--- src/ncirq_params.svh ---
`ifndef NCIRQ_PARAMS_SVH
`define NCIRQ_PARAMS_SVH

// register indices and byte addresses, four bytes per index
`define NCIRQ_IDX_STATUS 6'h05
`define NCIRQ_IDX_MASK 6'h04
`define NCIRQ_IDX_CLEAR 6'h06
`define NCIRQ_IDX_CTRL 6'h07
`define NCIRQ_ADDR_STATUS 8'h14
`define NCIRQ_ADDR_MASK 8'h10
`define NCIRQ_ADDR_CLEAR 8'h18
`define NCIRQ_ADDR_CTRL 8'h1C

// field positions
`define NCIRQ_BIT_RSVD 15
`define NCIRQ_BIT_RETRY 14
`define NCIRQ_BIT_HBEAT 13
`define NCIRQ_BIT_TBLDONE 12
`define NCIRQ_BIT_DESCIRQ 11
`define NCIRQ_BIT_RXDONE 10
`define NCIRQ_BIT_TXDONE 9
`define NCIRQ_CTRL_LATCHED 0

// reset values and masks
`define NCIRQ_STATUS_RST 16'h0000
`define NCIRQ_MASK_RST 16'h0000
`define NCIRQ_CTRL_RST 1'b0
`define NCIRQ_LIVE_BITS 16'h7FFF

// heartbeat window
`define NCIRQ_CLK_PERIOD_PS 10000
`define NCIRQ_HB_WINDOW_PS 6400000
`define NCIRQ_HB_CYCLES (`NCIRQ_HB_WINDOW_PS / `NCIRQ_CLK_PERIOD_PS)

`endif

--- src/ncirq_pkg.sv ---
package ncirq_pkg;

    typedef struct packed {
        logic retry_request_input;
        logic bus_master;
        logic tx_frame_end;
        logic heartbeat_pulse;
        logic addr_table_load_done;
        logic descriptor_flag_irq;
        logic rx_descriptor_sequence;
        logic tx_descriptor_result;
        logic list_end_flag;
        logic halt_transmission_cmd;
        logic length_mismatch;
        logic too_many_collisions;
        logic fifo_underrun;
        logic deferral_overlong;
    } ncirq_event_s;

    typedef enum logic [2:0] {
        NCIRQ_HB_IDLE = 3'b001,
        NCIRQ_HB_WAIT = 3'b010,
        NCIRQ_HB_MISS = 3'b100
    } ncirq_hb_e;

    typedef logic [15:0] ncirq_word_t;

endpackage

--- src/ncirq_status.sv ---
//////////////////////////////////////////////////////////////////////////////
// Function
// - irq is high whenever a status bit is set and its mask bit is one.
// - a one written to a status bit clears it and a zero has no effect.
// - hardware reset clears all status bits, software reset leaves them.
// - bit 14 sets on bus retry, only as master when latched, stalling dma.
// - in unlatched mode dma resumes without waiting for bit 14 to clear.
// - bit 13 sets if no heartbeat arrives within 6.4 us after transmit.
// - bit 12 sets when the address table load has finished.
// - bit 11 sets when a descriptor config field carries its irq flag.
// - bit 10 sets after a frame is stored and its sequence field written.
// - bit 9 sets after the tx result is written on list end, halt or abort.
// - a transmit is aborted on length mismatch, collisions, underrun or deferral.
// - while irq is active at least one status bit reads as one.
// - mask bits enable their status bits and are cleared by hardware reset.
//////////////////////////////////////////////////////////////////////////////
//
// The AHB-Lite slave port is this design's own decision.
`timescale 1ns/1ns
`include "ncirq_params.svh"

module ncirq_status
    import ncirq_pkg::*;
(
    input wire logic hclk,
    input wire logic hresetn,
    input wire logic clk_en,
    input wire logic soft_reset,
    input wire logic hsel,
    input wire logic [31:0] haddr,
    input wire logic [1:0] htrans,
    input wire logic hwrite,
    input wire logic [2:0] hsize,
    input wire logic [31:0] hwdata,
    input wire logic hready,
    output logic [31:0] hrdata,
    output logic hreadyout,
    output logic hresp,
    input wire ncirq_event_s events,
    input wire logic [8:0] low_events,
    output logic dma_stall,
    output logic tx_abort,
    output logic irq
);

    //////////////////////////////////////////////////////////////////////////
    // bus slave

    logic wr_pend_reg;
    logic [7:0] wr_addr_reg;
    logic addr_ok;
    ncirq_word_t status_reg;
    ncirq_word_t status_next;
    ncirq_word_t mask_reg;
    logic latched_retry_mode_reg;
    ncirq_word_t clr_vec;
    ncirq_word_t set_vec;
    logic [31:0] rdata_next;

    assign hreadyout = 1'b1;
    assign hresp = 1'b0;
    assign addr_ok = hsel && hready && htrans[1];

    always_ff @(posedge hclk or negedge hresetn)
    begin
        if (!hresetn)
        begin
            wr_pend_reg <= 1'b0;
            wr_addr_reg <= 8'h00;
        end
        else if (clk_en)
        begin
            wr_pend_reg <= addr_ok && hwrite;
            wr_addr_reg <= haddr[7:0];
        end
    end

    always_comb
    begin
        rdata_next = 32'h0000_0000;
        unique case (haddr[7:0])
            `NCIRQ_ADDR_STATUS: rdata_next = {16'h0000, status_reg};
            `NCIRQ_ADDR_MASK: rdata_next = {16'h0000, mask_reg};
            `NCIRQ_ADDR_CTRL: rdata_next = {31'h0000_0000, latched_retry_mode_reg};
            default: rdata_next = 32'h0000_0000;
        endcase
    end

    always_ff @(posedge hclk or negedge hresetn)
    begin
        if (!hresetn)
            hrdata <= 32'h0000_0000;
        else if (clk_en && addr_ok && !hwrite)
            hrdata <= rdata_next;
    end

    //////////////////////////////////////////////////////////////////////////
    // mask and control registers

    always_ff @(posedge hclk or negedge hresetn)
    begin
        if (!hresetn)
            mask_reg <= `NCIRQ_MASK_RST;
        else if (clk_en && wr_pend_reg && wr_addr_reg == `NCIRQ_ADDR_MASK)
            mask_reg <= hwdata[15:0] & `NCIRQ_LIVE_BITS;
    end

    always_ff @(posedge hclk or negedge hresetn)
    begin
        if (!hresetn)
            latched_retry_mode_reg <= `NCIRQ_CTRL_RST;
        else if (clk_en && wr_pend_reg && wr_addr_reg == `NCIRQ_ADDR_CTRL)
            latched_retry_mode_reg <= hwdata[`NCIRQ_CTRL_LATCHED];
    end

    //////////////////////////////////////////////////////////////////////////
    // heartbeat window

    localparam int HB_W = 10;
    localparam logic [HB_W-1:0] HB_LAST = HB_W'(`NCIRQ_HB_CYCLES - 1);
    ncirq_hb_e hb_state_reg;
    logic [HB_W-1:0] hb_cnt_reg;
    logic hb_miss;

    always_ff @(posedge hclk or negedge hresetn)
    begin
        if (!hresetn)
        begin
            hb_state_reg <= NCIRQ_HB_IDLE;
            hb_cnt_reg <= '0;
        end
        else if (clk_en)
        begin
            unique case (hb_state_reg)
                NCIRQ_HB_IDLE:
                begin
                    hb_cnt_reg <= '0;
                    if (events.tx_frame_end)
                        hb_state_reg <= NCIRQ_HB_WAIT;
                end
                NCIRQ_HB_WAIT:
                begin
                    hb_cnt_reg <= hb_cnt_reg + 1'b1;
                    if (events.heartbeat_pulse)
                        hb_state_reg <= NCIRQ_HB_IDLE;
                    else if (hb_cnt_reg == HB_LAST)
                        hb_state_reg <= NCIRQ_HB_MISS;
                end
                NCIRQ_HB_MISS:
                    hb_state_reg <= NCIRQ_HB_IDLE;
                default:
                    hb_state_reg <= NCIRQ_HB_IDLE;
            endcase
        end
    end

    assign hb_miss = hb_state_reg == NCIRQ_HB_MISS;

    //////////////////////////////////////////////////////////////////////////
    // event flags

    assign tx_abort = events.length_mismatch | events.too_many_collisions
        | events.fifo_underrun | events.deferral_overlong;

    always_comb
    begin
        set_vec = 16'h0000;
        set_vec[8:0] = low_events;
        set_vec[`NCIRQ_BIT_RETRY] = events.retry_request_input
            && (!latched_retry_mode_reg || events.bus_master);
        set_vec[`NCIRQ_BIT_HBEAT] = hb_miss;
        set_vec[`NCIRQ_BIT_TBLDONE] = events.addr_table_load_done;
        set_vec[`NCIRQ_BIT_DESCIRQ] = events.descriptor_flag_irq;
        set_vec[`NCIRQ_BIT_RXDONE] = events.rx_descriptor_sequence;
        set_vec[`NCIRQ_BIT_TXDONE] = events.tx_descriptor_result
            && (events.list_end_flag || events.halt_transmission_cmd || tx_abort);
        clr_vec = 16'h0000;
        if (wr_pend_reg && wr_addr_reg == `NCIRQ_ADDR_CLEAR)
            clr_vec = hwdata[15:0];
        if (wr_pend_reg && wr_addr_reg == `NCIRQ_ADDR_STATUS)
            clr_vec = hwdata[15:0];
        status_next = ((status_reg & ~clr_vec) | set_vec) & `NCIRQ_LIVE_BITS;
    end

    // soft_reset deliberately not used on status
    always_ff @(posedge hclk or negedge hresetn)
    begin
        if (!hresetn)
            status_reg <= `NCIRQ_STATUS_RST;
        else if (clk_en)
            status_reg <= status_next;
    end

    assign dma_stall = latched_retry_mode_reg && status_reg[`NCIRQ_BIT_RETRY];
    assign irq = |(status_reg & mask_reg);

    //////////////////////////////////////////////////////////////////////////
    // checks

    property p_irq_src;
        @(posedge hclk) disable iff (!hresetn)
        irq |-> (status_reg != 16'h0000) && ((status_reg & mask_reg) != 16'h0000);
    endproperty
    a_irq_src: assert property (p_irq_src) else $error("irq without source");

    property p_irq_on;
        @(posedge hclk) disable iff (!hresetn)
        (|(status_reg & mask_reg)) |-> irq;
    endproperty
    a_irq_on: assert property (p_irq_on) else $error("irq missing");

    property p_w1c;
        @(posedge hclk) disable iff (!hresetn)
        clk_en && wr_pend_reg && wr_addr_reg == `NCIRQ_ADDR_STATUS && hwdata[9]
            && !set_vec[9] |=> !status_reg[9];
    endproperty
    a_w1c: assert property (p_w1c) else $error("w1c failed");

    property p_zero_keeps;
        @(posedge hclk) disable iff (!hresetn)
        clk_en && wr_pend_reg && wr_addr_reg == `NCIRQ_ADDR_STATUS
            |=> ($past(status_reg) & ~$past(hwdata[15:0]) & ~status_reg) == 16'h0000;
    endproperty
    a_zero_keeps: assert property (p_zero_keeps) else $error("zero write cleared");

    property p_set_wins;
        @(posedge hclk) disable iff (!hresetn)
        clk_en && set_vec[11] && clr_vec[11] |=> status_reg[11];
    endproperty
    a_set_wins: assert property (p_set_wins) else $error("event lost");

    property p_rsvd;
        @(posedge hclk) disable iff (!hresetn)
        !status_reg[15] && !mask_reg[15];
    endproperty
    a_rsvd: assert property (p_rsvd) else $error("reserved bit set");

    property p_soft;
        @(posedge hclk) disable iff (!hresetn)
        clk_en && soft_reset && status_reg[11] && !wr_pend_reg |=> status_reg[11];
    endproperty
    a_soft: assert property (p_soft) else $error("soft reset touched status");

    property p_latched_master;
        @(posedge hclk) disable iff (!hresetn)
        clk_en && latched_retry_mode_reg && !events.bus_master && !status_reg[14]
            |=> !status_reg[14];
    endproperty
    a_latched_master: assert property (p_latched_master) else $error("retry not master");

    property p_stall;
        @(posedge hclk) disable iff (!hresetn)
        status_reg[14] |-> dma_stall == latched_retry_mode_reg;
    endproperty
    a_stall: assert property (p_stall) else $error("stall mismatch");

    property p_hb;
        @(posedge hclk) disable iff (!hresetn)
        clk_en && hb_state_reg == NCIRQ_HB_MISS |=> status_reg[13];
    endproperty
    a_hb: assert property (p_hb) else $error("heartbeat flag missing");

    property p_txdone;
        @(posedge hclk) disable iff (!hresetn)
        clk_en && events.tx_descriptor_result && events.fifo_underrun |=> status_reg[9];
    endproperty
    a_txdone: assert property (p_txdone) else $error("tx done missing");

    property p_txdone_quiet;
        @(posedge hclk) disable iff (!hresetn)
        clk_en && events.tx_descriptor_result && !events.list_end_flag
            && !events.halt_transmission_cmd && !tx_abort && !status_reg[9]
            |=> !status_reg[9];
    endproperty
    a_txdone_quiet: assert property (p_txdone_quiet) else $error("tx done spurious");

    property p_rd_status;
        @(posedge hclk) disable iff (!hresetn)
        clk_en && addr_ok && !hwrite && haddr[7:0] == `NCIRQ_ADDR_STATUS
            |=> hrdata == {16'h0000, $past(status_reg)};
    endproperty
    a_rd_status: assert property (p_rd_status) else $error("status read wrong");

    property p_rd_clear;
        @(posedge hclk) disable iff (!hresetn)
        clk_en && addr_ok && !hwrite && haddr[7:0] == `NCIRQ_ADDR_CLEAR
            |=> hrdata == 32'h0000_0000;
    endproperty
    a_rd_clear: assert property (p_rd_clear) else $error("clear alias read nonzero");

    property p_mask_wr;
        @(posedge hclk) disable iff (!hresetn)
        clk_en && wr_pend_reg && wr_addr_reg == `NCIRQ_ADDR_MASK
            |=> mask_reg == ($past(hwdata[15:0]) & `NCIRQ_LIVE_BITS);
    endproperty
    a_mask_wr: assert property (p_mask_wr) else $error("mask write lost");

    property p_unlatched;
        @(posedge hclk) disable iff (!hresetn)
        !latched_retry_mode_reg |-> !dma_stall;
    endproperty
    a_unlatched: assert property (p_unlatched) else $error("stall when unlatched");

    property p_retry_set;
        @(posedge hclk) disable iff (!hresetn)
        clk_en && events.retry_request_input && events.bus_master |=> status_reg[14];
    endproperty
    a_retry_set: assert property (p_retry_set) else $error("retry flag missing");

    property p_hb_count;
        @(posedge hclk) disable iff (!hresetn)
        hb_state_reg == NCIRQ_HB_MISS |-> hb_cnt_reg == HB_W'(`NCIRQ_HB_CYCLES);
    endproperty
    a_hb_count: assert property (p_hb_count) else $error("heartbeat window length");

    property p_hb_heard;
        @(posedge hclk) disable iff (!hresetn)
        clk_en && hb_state_reg == NCIRQ_HB_WAIT && events.heartbeat_pulse
            |=> hb_state_reg == NCIRQ_HB_IDLE;
    endproperty
    a_hb_heard: assert property (p_hb_heard) else $error("heartbeat ignored");

    property p_rx;
        @(posedge hclk) disable iff (!hresetn)
        clk_en && events.rx_descriptor_sequence |=> status_reg[10];
    endproperty
    a_rx: assert property (p_rx) else $error("rx flag missing");

    property p_desc;
        @(posedge hclk) disable iff (!hresetn)
        clk_en && events.descriptor_flag_irq |=> status_reg[11];
    endproperty
    a_desc: assert property (p_desc) else $error("descriptor flag missing");

    property p_tbl;
        @(posedge hclk) disable iff (!hresetn)
        clk_en && events.addr_table_load_done |=> status_reg[12];
    endproperty
    a_tbl: assert property (p_tbl) else $error("table done flag missing");

    property p_freeze;
        @(posedge hclk) disable iff (!hresetn)
        !clk_en |=> $stable(status_reg) && $stable(mask_reg) && $stable(hb_state_reg);
    endproperty
    a_freeze: assert property (p_freeze) else $error("state moved while frozen");

    c_irq: cover property (@(posedge hclk) disable iff (!hresetn) $rose(irq));
    c_hb: cover property (@(posedge hclk) disable iff (!hresetn) hb_miss);
    c_stall: cover property (@(posedge hclk) disable iff (!hresetn) $fell(dma_stall));
    c_collide: cover property (@(posedge hclk) disable iff (!hresetn) set_vec[11] && clr_vec[11]);
    c_soft: cover property (@(posedge hclk) disable iff (!hresetn) soft_reset && |status_reg);

endmodule // ncirq_status

--- config.mk ---
export PLATFORM = sky130hd
export DESIGN_NAME = ncirq_status
export DESIGN_NICKNAME = d
export VERILOG_FILES = /design/src/ncirq_pkg.sv /design/src/ncirq_status.sv
export VERILOG_INCLUDE_DIRS = /design/src
export SDC_FILE = /design/constraint.sdc
export NUM_CORES = 1
export LEC_CHECK = 0
export ABC_CLOCK_PERIOD_IN_PS = 1800
export BUFFER_PORTS_ARGS = -buffer_cell sky130_fd_sc_hd__buf_2
export CAP_MARGIN = 25
export CORE_MARGIN = 2
export CORE_UTILIZATION = 44
export CTS_BUF_LIST = sky130_fd_sc_hd__clkbuf_8 sky130_fd_sc_hd__clkbuf_16
export CTS_CLUSTER_DIAMETER = 50
export CTS_CLUSTER_SIZE = 16
export DETAILED_ROUTE_END_ITERATION = 10
export PLACE_DENSITY = 0.76
export SYNTH_ARGS = -nofsm -noshare
export SYNTH_HDL_FRONTEND = slang
export SYNTH_SLANG_ARGS = --single-unit
--- constraint.sdc ---
create_clock -name hclk -period 1.8 [get_ports hclk]
set_input_delay 0.18 -clock hclk [delete_from_list [all_inputs] [get_ports hclk]]
set_output_delay 0.18 -clock hclk [all_outputs]
set_load 0.005 [all_outputs]
# Word-level counts from Yosys, hierarchy flattened
# Index checks and enable logic that the tools add are counted.
# word_totals
reg_bits	85
latchBits	0
ramBits	0
mem_bits_ro	0
input_bits	99
output_inout_bits	37
word_cells	59
n_memories	0
# classes
add_sub_neg	1
mul	0
n_div	0
order_cmp	0
n_eq_ne	13
shifts	0
n_mux	8
n_bitwise	7
n_reduce_logical	22
# op_table
cell	count
equality test 8 x 5 -> 1 bit, second input constant	7
case mux 15 bit (3 select lines)	1
AND 15 bit	2
2-to-1 mux 15 bit	2
case mux 10 bit (2 select lines)	1
OR reduction 16 bit	1
inverter 15 bit	1
OR 15 bit	1
logical AND 1 bit	13
adder 10 x 1 -> 10 bit, second input constant	1
equality test 10 bit, second input constant	1
2-to-1 mux 3 bit	3
case mux 3 bit (2 select lines)	1
equality test 3 x 1 -> 1 bit, second input constant	1
equality test 3 x 2 -> 1 bit, second input constant	1
equality test 3 bit, second input constant	1
logical OR 1 bit	3
inequality test 3 bit, second input constant	1
OR 1 bit	3
AND reduction 3 bit	1
logical NOT 1 bit	2
inequality test 2 bit, second input constant	1
AND reduction 2 bit	1
nonzero test 2 bit	1

# Logic depth before layout (Yosys ltp)
# Gate-level depths: netlist of run 1.
# logic_depth
word_depth	7
ltp_mapped	6
ltp_nobuf	4

# Worst setup path after synthesis of run 1
# OpenSTA, ideal clock, no wires.
# synth_path
kind	register -> register
start	register hb_cnt_reg[0]
end	register hb_state_reg[1]
setup_time_ps	120
arrival_time_ps	1515
t_required_ps	1680
path_slack_ps	165
path_stages_with_launch	5
n_path_buf	0
period_less_slack_ps	1635
path_cell_list	dfrtp_1 ha_1 nand2_1 or4b_2 a31o_2
# synth_via
elab_chain_cells	3
# synth_rtl
element	line	rtl
start, declared	ncirq_status.sv:122	logic [HB_W-1:0] hb_cnt_reg;
start signal, assigned	ncirq_status.sv:143	hb_cnt_reg <= hb_cnt_reg + 1'b1;
equality test 10 bit	ncirq_status.sv:146	else if (hb_cnt_reg == HB_LAST)
inequality test 3 bit (no source line)	-	
AND reduction 3 bit (no source line)	-	
end signal, assigned	ncirq_status.sv:145	hb_state_reg <= NCIRQ_HB_IDLE;
end signal, assigned	ncirq_status.sv:147	hb_state_reg <= NCIRQ_HB_MISS;
end signal, assigned	ncirq_status.sv:150	hb_state_reg <= NCIRQ_HB_IDLE;
end, declared	ncirq_status.sv:121	ncirq_hb_e hb_state_reg;
# No other way between the ends.
# A chain may end at the register's enable or synchronous reset.

# Worst setup path after layout of run 1
# layout_path
start	register status_reg[9]
end	output irq
# layout_via
elab_chain_cells	2
# layout_rtl
element	line	rtl
start, declared	ncirq_status.sv:52	ncirq_word_t status_reg;
start signal, assigned	ncirq_status.sv:189	status_reg <= `NCIRQ_STATUS_RST;
start signal, assigned	ncirq_status.sv:191	status_reg <= status_next;
AND 15 bit	ncirq_status.sv:195	assign irq = |(status_reg & mask_reg);
OR reduction 16 bit	ncirq_status.sv:195	
end, declared	ncirq_status.sv:43	output logic irq
# No other way between the ends.

==> results.yml, run 1 <==
cts:
  cts.sink_count: 68
  h-tree-depth: 3
  clkTransAtPathRegs_ns: 0.08
  cts_buffers: 9
  clk_path_buf_depth: 2
  cts_tree: "built"
  clk_latency_ns: 0.35
  cts-root-buf: "clkbuf_8"
place:
  hpwlAfterDp_um: 5610
  dpl-instance-area_um2: 3880
  place_ws_ns: 0.0899
  gp_congestion: 0.800
  io_buffers: 70
logic_synthesis:
  yosys.area.top_type_share: 0.490
  synth_top_cell_by_area: "dfrtp_1"
  synth-main-ff-cell: "dfrtp_1"
  syn_area_um2: 3420
  yosys.area_share.simple: 0.136
  synth_edf_count: 0
  synth_compound_gate_area_share: 0.135
  synthTopCellsByArea: "dfrtp_1 (49%), mux2i_1 (5.6%), mux2_2 (4.9%), buf_4 (4.4%), mux2_4 (4.4%)"
  synthDistinctLibCells: 51
  yosysWarnings: 0
  synth_top_family_by_area: "multiplexers"
  async_flop_share: 1.00
  synthAdderAreaFrac: 0.00366
  synth.area.mux_share: 0.149
  yosysSeqAreaShare: 0.498
  syn_inst: 286
  synth_seq_cells: 68
  synth-xor-area-share: 0.00512
  syn_avg_cell_area_um2: 12.0
floorplan:
  fp.dieH_um: 92.1
  pin_count: 136
  die_area_um2: 8490
  num_rows: 32
  die_w_um: 92.1
  coreArea_um2: 7610
  initial_core_util: 0.449
worst_setup_path:
  criticalPathCategory: "reg2out"
  arrival_ns: 1.60
  critPathCaptureType: "primary output"
  cp.required_ns: 1.62
  cp_max_fo: 3
  worst-r2r-setup-slack_ns: 0.08
  crit_path_start_kind: "register"
sta:
  final_hold_viol_count: 0
  worstMarginPinSlew_ns: 0.668
  setup_tns_ns: 0
  rsz0062_at_grt: "true"
  fin_skew_ns: 0.00815
  relSlewSlack: 0.551
  period_needed_ns: 1.78
  max_freq_mhz: 561
  maxSlewViolCount: 0
  setup_ws_ns: 0.0182
  min_period_over_period: 0.990
  setup_viol: 0
finish:
  areaGrowthSynthToFinish_pct: 20.7
  drive_above_1_share: 0.361
  fin_nets: 467
  mostFrequentLayoutCells: "buf_2 (70), dfrtp_1 (67), nand4_1 (20)"
  final_util: 0.542
  final_common_cell: "buf_2"
  final_area_um2: 4130
global_route:
  grt.overflow.total: 0
  grt_pass1_wl_um: 12600
  grt_pass1_vias: 2513
  grt_usage: 0.192
  antenna_found_initial: 1
  grt_max_degree: 69
power_and_ir_drop:
  p_per_area_nw_per_um2: 871
  ir_drop_v: 0.000509
  power_uw: 3590
  power.leakage_uw: 0.00195
route:
  vias_per_cell: 5.44
  wl_um: 7880
  ant_nets: 0
  drt-pass1-iter-count: 4
  wl_per_cell_um: 16.6
  initialDrtViolationCount: 167
  drc_errors: 0
  route.vias.total: 2579
worst_hold_path:
  hp-class: "in2reg"
status:
  run_status: "complete, no violations"
job:
  maxCapViolations: 0
[cell type report]
cell class | count | area (µm²)
antenna | 1 | 2.50
clock buffer | 9 | 124
clock inverter | 6 | 88.8
fill | 689 | 3480
inverter | 6 | 22.5
multi-input combinational | 194 | 1560
sequential | 68 | 1700
tap | 102 | 128
timing repair buffer | 88 | 500
[cell families (layout without fill, tap and decap cells)]
family | count (synthesis) | count (layout)
flops | 68 | 68
mux | 44 | 44
buf+inv | 41 | 109
simple gates | 72 | 72
fa+ha+maj | 1 | 1
compound gates | 56 | 56
xor+xnor | 2 | 2
other cells | 2 | 20
[power by group]
group	total [µW]	switching [µW]	internal (µW)
clock network	1370	593	774
logic	567	323	244
registers	1660	66.1	1590
total	3590	983	2610
[metal layers]
metal / track usage / routed length, µm / part of all wire / vias up
li1: - / - / - / 1216
met1: 0.262 / 3650 / 0.46 / 1272
met2: 0.298 / 3730 / 0.47 / 78
met3: 0.0345 / 359 / 0.046 / 13
met4: 0.0871 / 142 / 0.018 / 0
met5: 0 / 0 / 0 / -
[worst paths after layout]
check,from,to,cells after the start
max,status_reg[9],irq,4
min,low_events[3],status_reg[3],2
max reg2reg,hb_cnt_reg[1],hb_state_reg[1],4
min reg2reg,hrdata[4],hrdata[4],1
max in group asynchronous,hresetn,hb_state_reg[0],3
min in group asynchronous,hresetn,hrdata[5],3
[cell usage after synthesis (all sizes together), types with 3 or more instances]
master   number
buf          26
nor4          3
nand2b        7
nand2        13
o21ai         3
nand4        20
nand3         3
a22o         13
inv           6
nor4b         4
o2bb2ai      17
mux2i        19
dfrtp        67
mux2         25
a22oi         6
a32o          3
nor2          5
clkbuf        9
[critical path, stage by stage (launching register included)]
cell	delay [ns]
dfrtp_1	0.40
a22o_1	0.25
a221oi_2	0.27
nand4_1	0.17
buf_2	0.16
[metrics by stage]
step | std cells | hold slack, ns
global placement | 455 | 0.224
global route | 473 | 0.0400
CTS | 471 | 0.0434
finish | 474 | 0.0544
detailed placement | 455 | 0.233
floorplan | 303 | -0.116
[repair_timing]
item | in CTS | in global routing
pin swaps | 0 | 2
setup buffers | 0 | 2
endpoints found under the hold margin | 67 | 0
resized for setup | 1 | 0
gates cloned | 0 | 0
hold buffers | 1 | 0
setup endpoints to repair | 1 | 1
No activity file was read; power rests on OpenSTA's default activity.
==> run 2, diff against run 1 <==
--- a/config.mk
+++ b/config.mk
@@ -6,16 +6,16 @@
 export SDC_FILE = /design/constraint.sdc
 export NUM_CORES = 1
 export LEC_CHECK = 0
-export ABC_CLOCK_PERIOD_IN_PS = 1800
+export ABC_CLOCK_PERIOD_IN_PS = 2200
 export BUFFER_PORTS_ARGS = -buffer_cell sky130_fd_sc_hd__buf_2
 export CAP_MARGIN = 25
 export CORE_MARGIN = 2
-export CORE_UTILIZATION = 44
+export CORE_UTILIZATION = 52
 export CTS_BUF_LIST = sky130_fd_sc_hd__clkbuf_8 sky130_fd_sc_hd__clkbuf_16
 export CTS_CLUSTER_DIAMETER = 50
 export CTS_CLUSTER_SIZE = 16
 export DETAILED_ROUTE_END_ITERATION = 10
-export PLACE_DENSITY = 0.76
+export PLACE_DENSITY = 0.85
 export SYNTH_ARGS = -nofsm -noshare
 export SYNTH_HDL_FRONTEND = slang
 export SYNTH_SLANG_ARGS = --single-unit
==> constraint.sdc (replaced) <==
create_clock -name hclk -period 2.2 [get_ports hclk]
set_input_delay 0 -clock hclk [delete_from_list [all_inputs] [get_ports hclk]]
set_output_delay 0 -clock hclk [all_outputs]
set_load 0.005 [all_outputs]
==> results.yml, run 2 (synthesized netlist as in run 1, its figures left out) <==
sta:
  setup_viol: 0
  max_freq_mhz: 479
  setup_ws_ns: 0.114
  maxSlewViolCount: 0
  period_needed_ns: 2.09
  fin_skew_ns: 0.0103
  setup_tns_ns: 0
  final_hold_viol_count: 0
  min_period_over_period: 0.948
  rsz0062_at_grt: "false"
  relSlewSlack: 0.559
  worstMarginPinSlew_ns: 0.659
global_route:
  antenna_found_initial: 0
  grt_max_degree: 69
  grt_usage: 0.267
  grt_pass1_vias: 2986
  grt.overflow.total: 0
  grt_pass1_wl_um: 14800
worst_hold_path:
  hold_end: "status_reg[14]"
  hp-class: "in2reg"
  min_from: "events[12]"
  worstHoldPathCells: 3
job:
  maxCapViolations: 0
worst_setup_path:
  crit_path_start_kind: "register"
  cp_max_fo: 16
  criticalPathCategory: "reg2reg"
  arrival_ns: 2.33
  cp-startpoint: "wr_addr_reg[1]"
  r2r_end: "status_reg[3]"
  worst-r2r-setup-slack_ns: 0.11
  critPathCaptureType: "register"
  r2r_cells: 5
  cp.required_ns: 2.44
  regToRegStartpoint: "wr_addr_reg[1]"
floorplan:
  die_w_um: 85.1
  initial_core_util: 0.538
  pin_count: 136
  die_area_um2: 7240
  fp.dieH_um: 85.1
  coreArea_um2: 6350
  num_rows: 29
cts:
  cts.sink_count: 68
  clkTransAtPathRegs_ns: 0.08
  clk_path_buf_depth: 2
  h-tree-depth: 3
  cts_tree: "built"
  clk_latency_ns: 0.36
  cts_buffers: 9
  cts-root-buf: "clkbuf_8"
route:
  wl_per_cell_um: 19.2
  vias_per_cell: 6.05
  route.vias.total: 2951
  initialDrtViolationCount: 200
  drc_errors: 0
  drt-pass1-iter-count: 5
  wl_um: 9380
  ant_nets: 0
power_and_ir_drop:
  ir_drop_v: 0.000542
  p_per_area_nw_per_um2: 670
  switching_share: 0.279
  p_clk_frac: 0.385
  power.leakage_uw: 0.00209
  power.switching_uw: 841
  p_comb_frac: 0.156
  internal-power_uw: 2180
  seq_power_share: 0.459
finish:
  areaGrowthSynthToFinish_pct: 31.8
  drive_above_1_share: 0.299
  final_util: 0.710
  n_antenna_cell: 0
  layoutNonFillerInstCount: 488
  final_common_cell: "buf_2"
  mostFrequentLayoutCells: "buf_2 (70), dfrtp_1 (67), dlygate4sd3_1 (50)"
  fin_nets: 506
  fill_cells: 406
place:
  place_ws_ns: 0.457
  hpwlAfterDp_um: 5300
  io_buffers: 70
  dp_cells: 422
  gp_congestion: 0.798
status:
  run_status: "complete, no violations"
## run 2: cell count changes in the layout (fill, tap and decap cells not counted), sizes merged
cell | previous run | this run
clkbuf | 9 | 10
diode | 1 | 0
dlygate4sd3 | 1 | 50
clkinvlp | 2 | 0
clkinv | 1 | 3
buf | 87 | 77
## run 2: power by group through the flow
stage | Clock (µW) | Combinational, µW | Sequential (µW)
4_1_cts | 1150 | 463 | 1380
5_1_grt | 1220 | 515 | 1390
2_1_floorplan | 0 | 318 | 1360
3_5_place_dp | 0 | 408 | 1400
6_report | 1160 | 471 | 1390
3_3_place_gp | 0 | 391 | 1400
## run 2: worst max-delay path by stage
stage                                  to  slack (ns)  cells past startpoint
final                       status_reg[3]        0.11                      5
after global routing        status_reg[6]        0.06                      5
after CTS                   status_reg[3]        0.14                      5
after detailed placement  hb_state_reg[1]        0.46                      4
after global placement    hb_state_reg[1]        0.48                      4
after floorplan           hb_state_reg[1]        0.56                      4
## run 2: critical path, cell delays in order (launching register included)
cell and delay [ns]:
dfrtp_1 0.40, nor4b_4 0.37, buf_4 0.30, nand4_1 0.14, a22o_1 0.19, dlygate4sd3_1 0.57
## run 2: final cells by class
type	count	area, µm²	share of cell area
clock buffers	10	138	0.0305
clock inverters	6	78.8	0.0175
flip-flops and latches	68	1700	0.378
inverters	6	22.5	0.00500
well taps	77	96.3	0.0214
repair buffers	127	916	0.203
multi-input cells	194	1550	0.344
## run 2: layer usage
metal  GRT usage  vias up  routed length, µm
li1            -     1295                  -
met1       0.316     1447               3490
met2       0.441      164               4770
met3      0.0671       45                695
met4       0.154        0                417
met5           0        -                  0
## run 2: repair_timing
item,4_1_cts,5_1_grt
hold endpoints to repair,109,0
gates resized for setup,0,0
setup buffers,0,0
hold buffers,50,0
## run 2: through the flow
stage | power (µW) | hold slack (ns) | cell area (µm²)
2_1_floorplan | 1680 | -0.296 | 3480
4_1_cts | 3000 | 0.0217 | 4510
3_3_place_gp | 1790 | 0.0436 | 3790
6_report | 3020 | 0.0228 | 4510
5_1_grt | 3130 | 0.0328 | 4510
3_5_place_dp | 1810 | 0.0445 | 3790
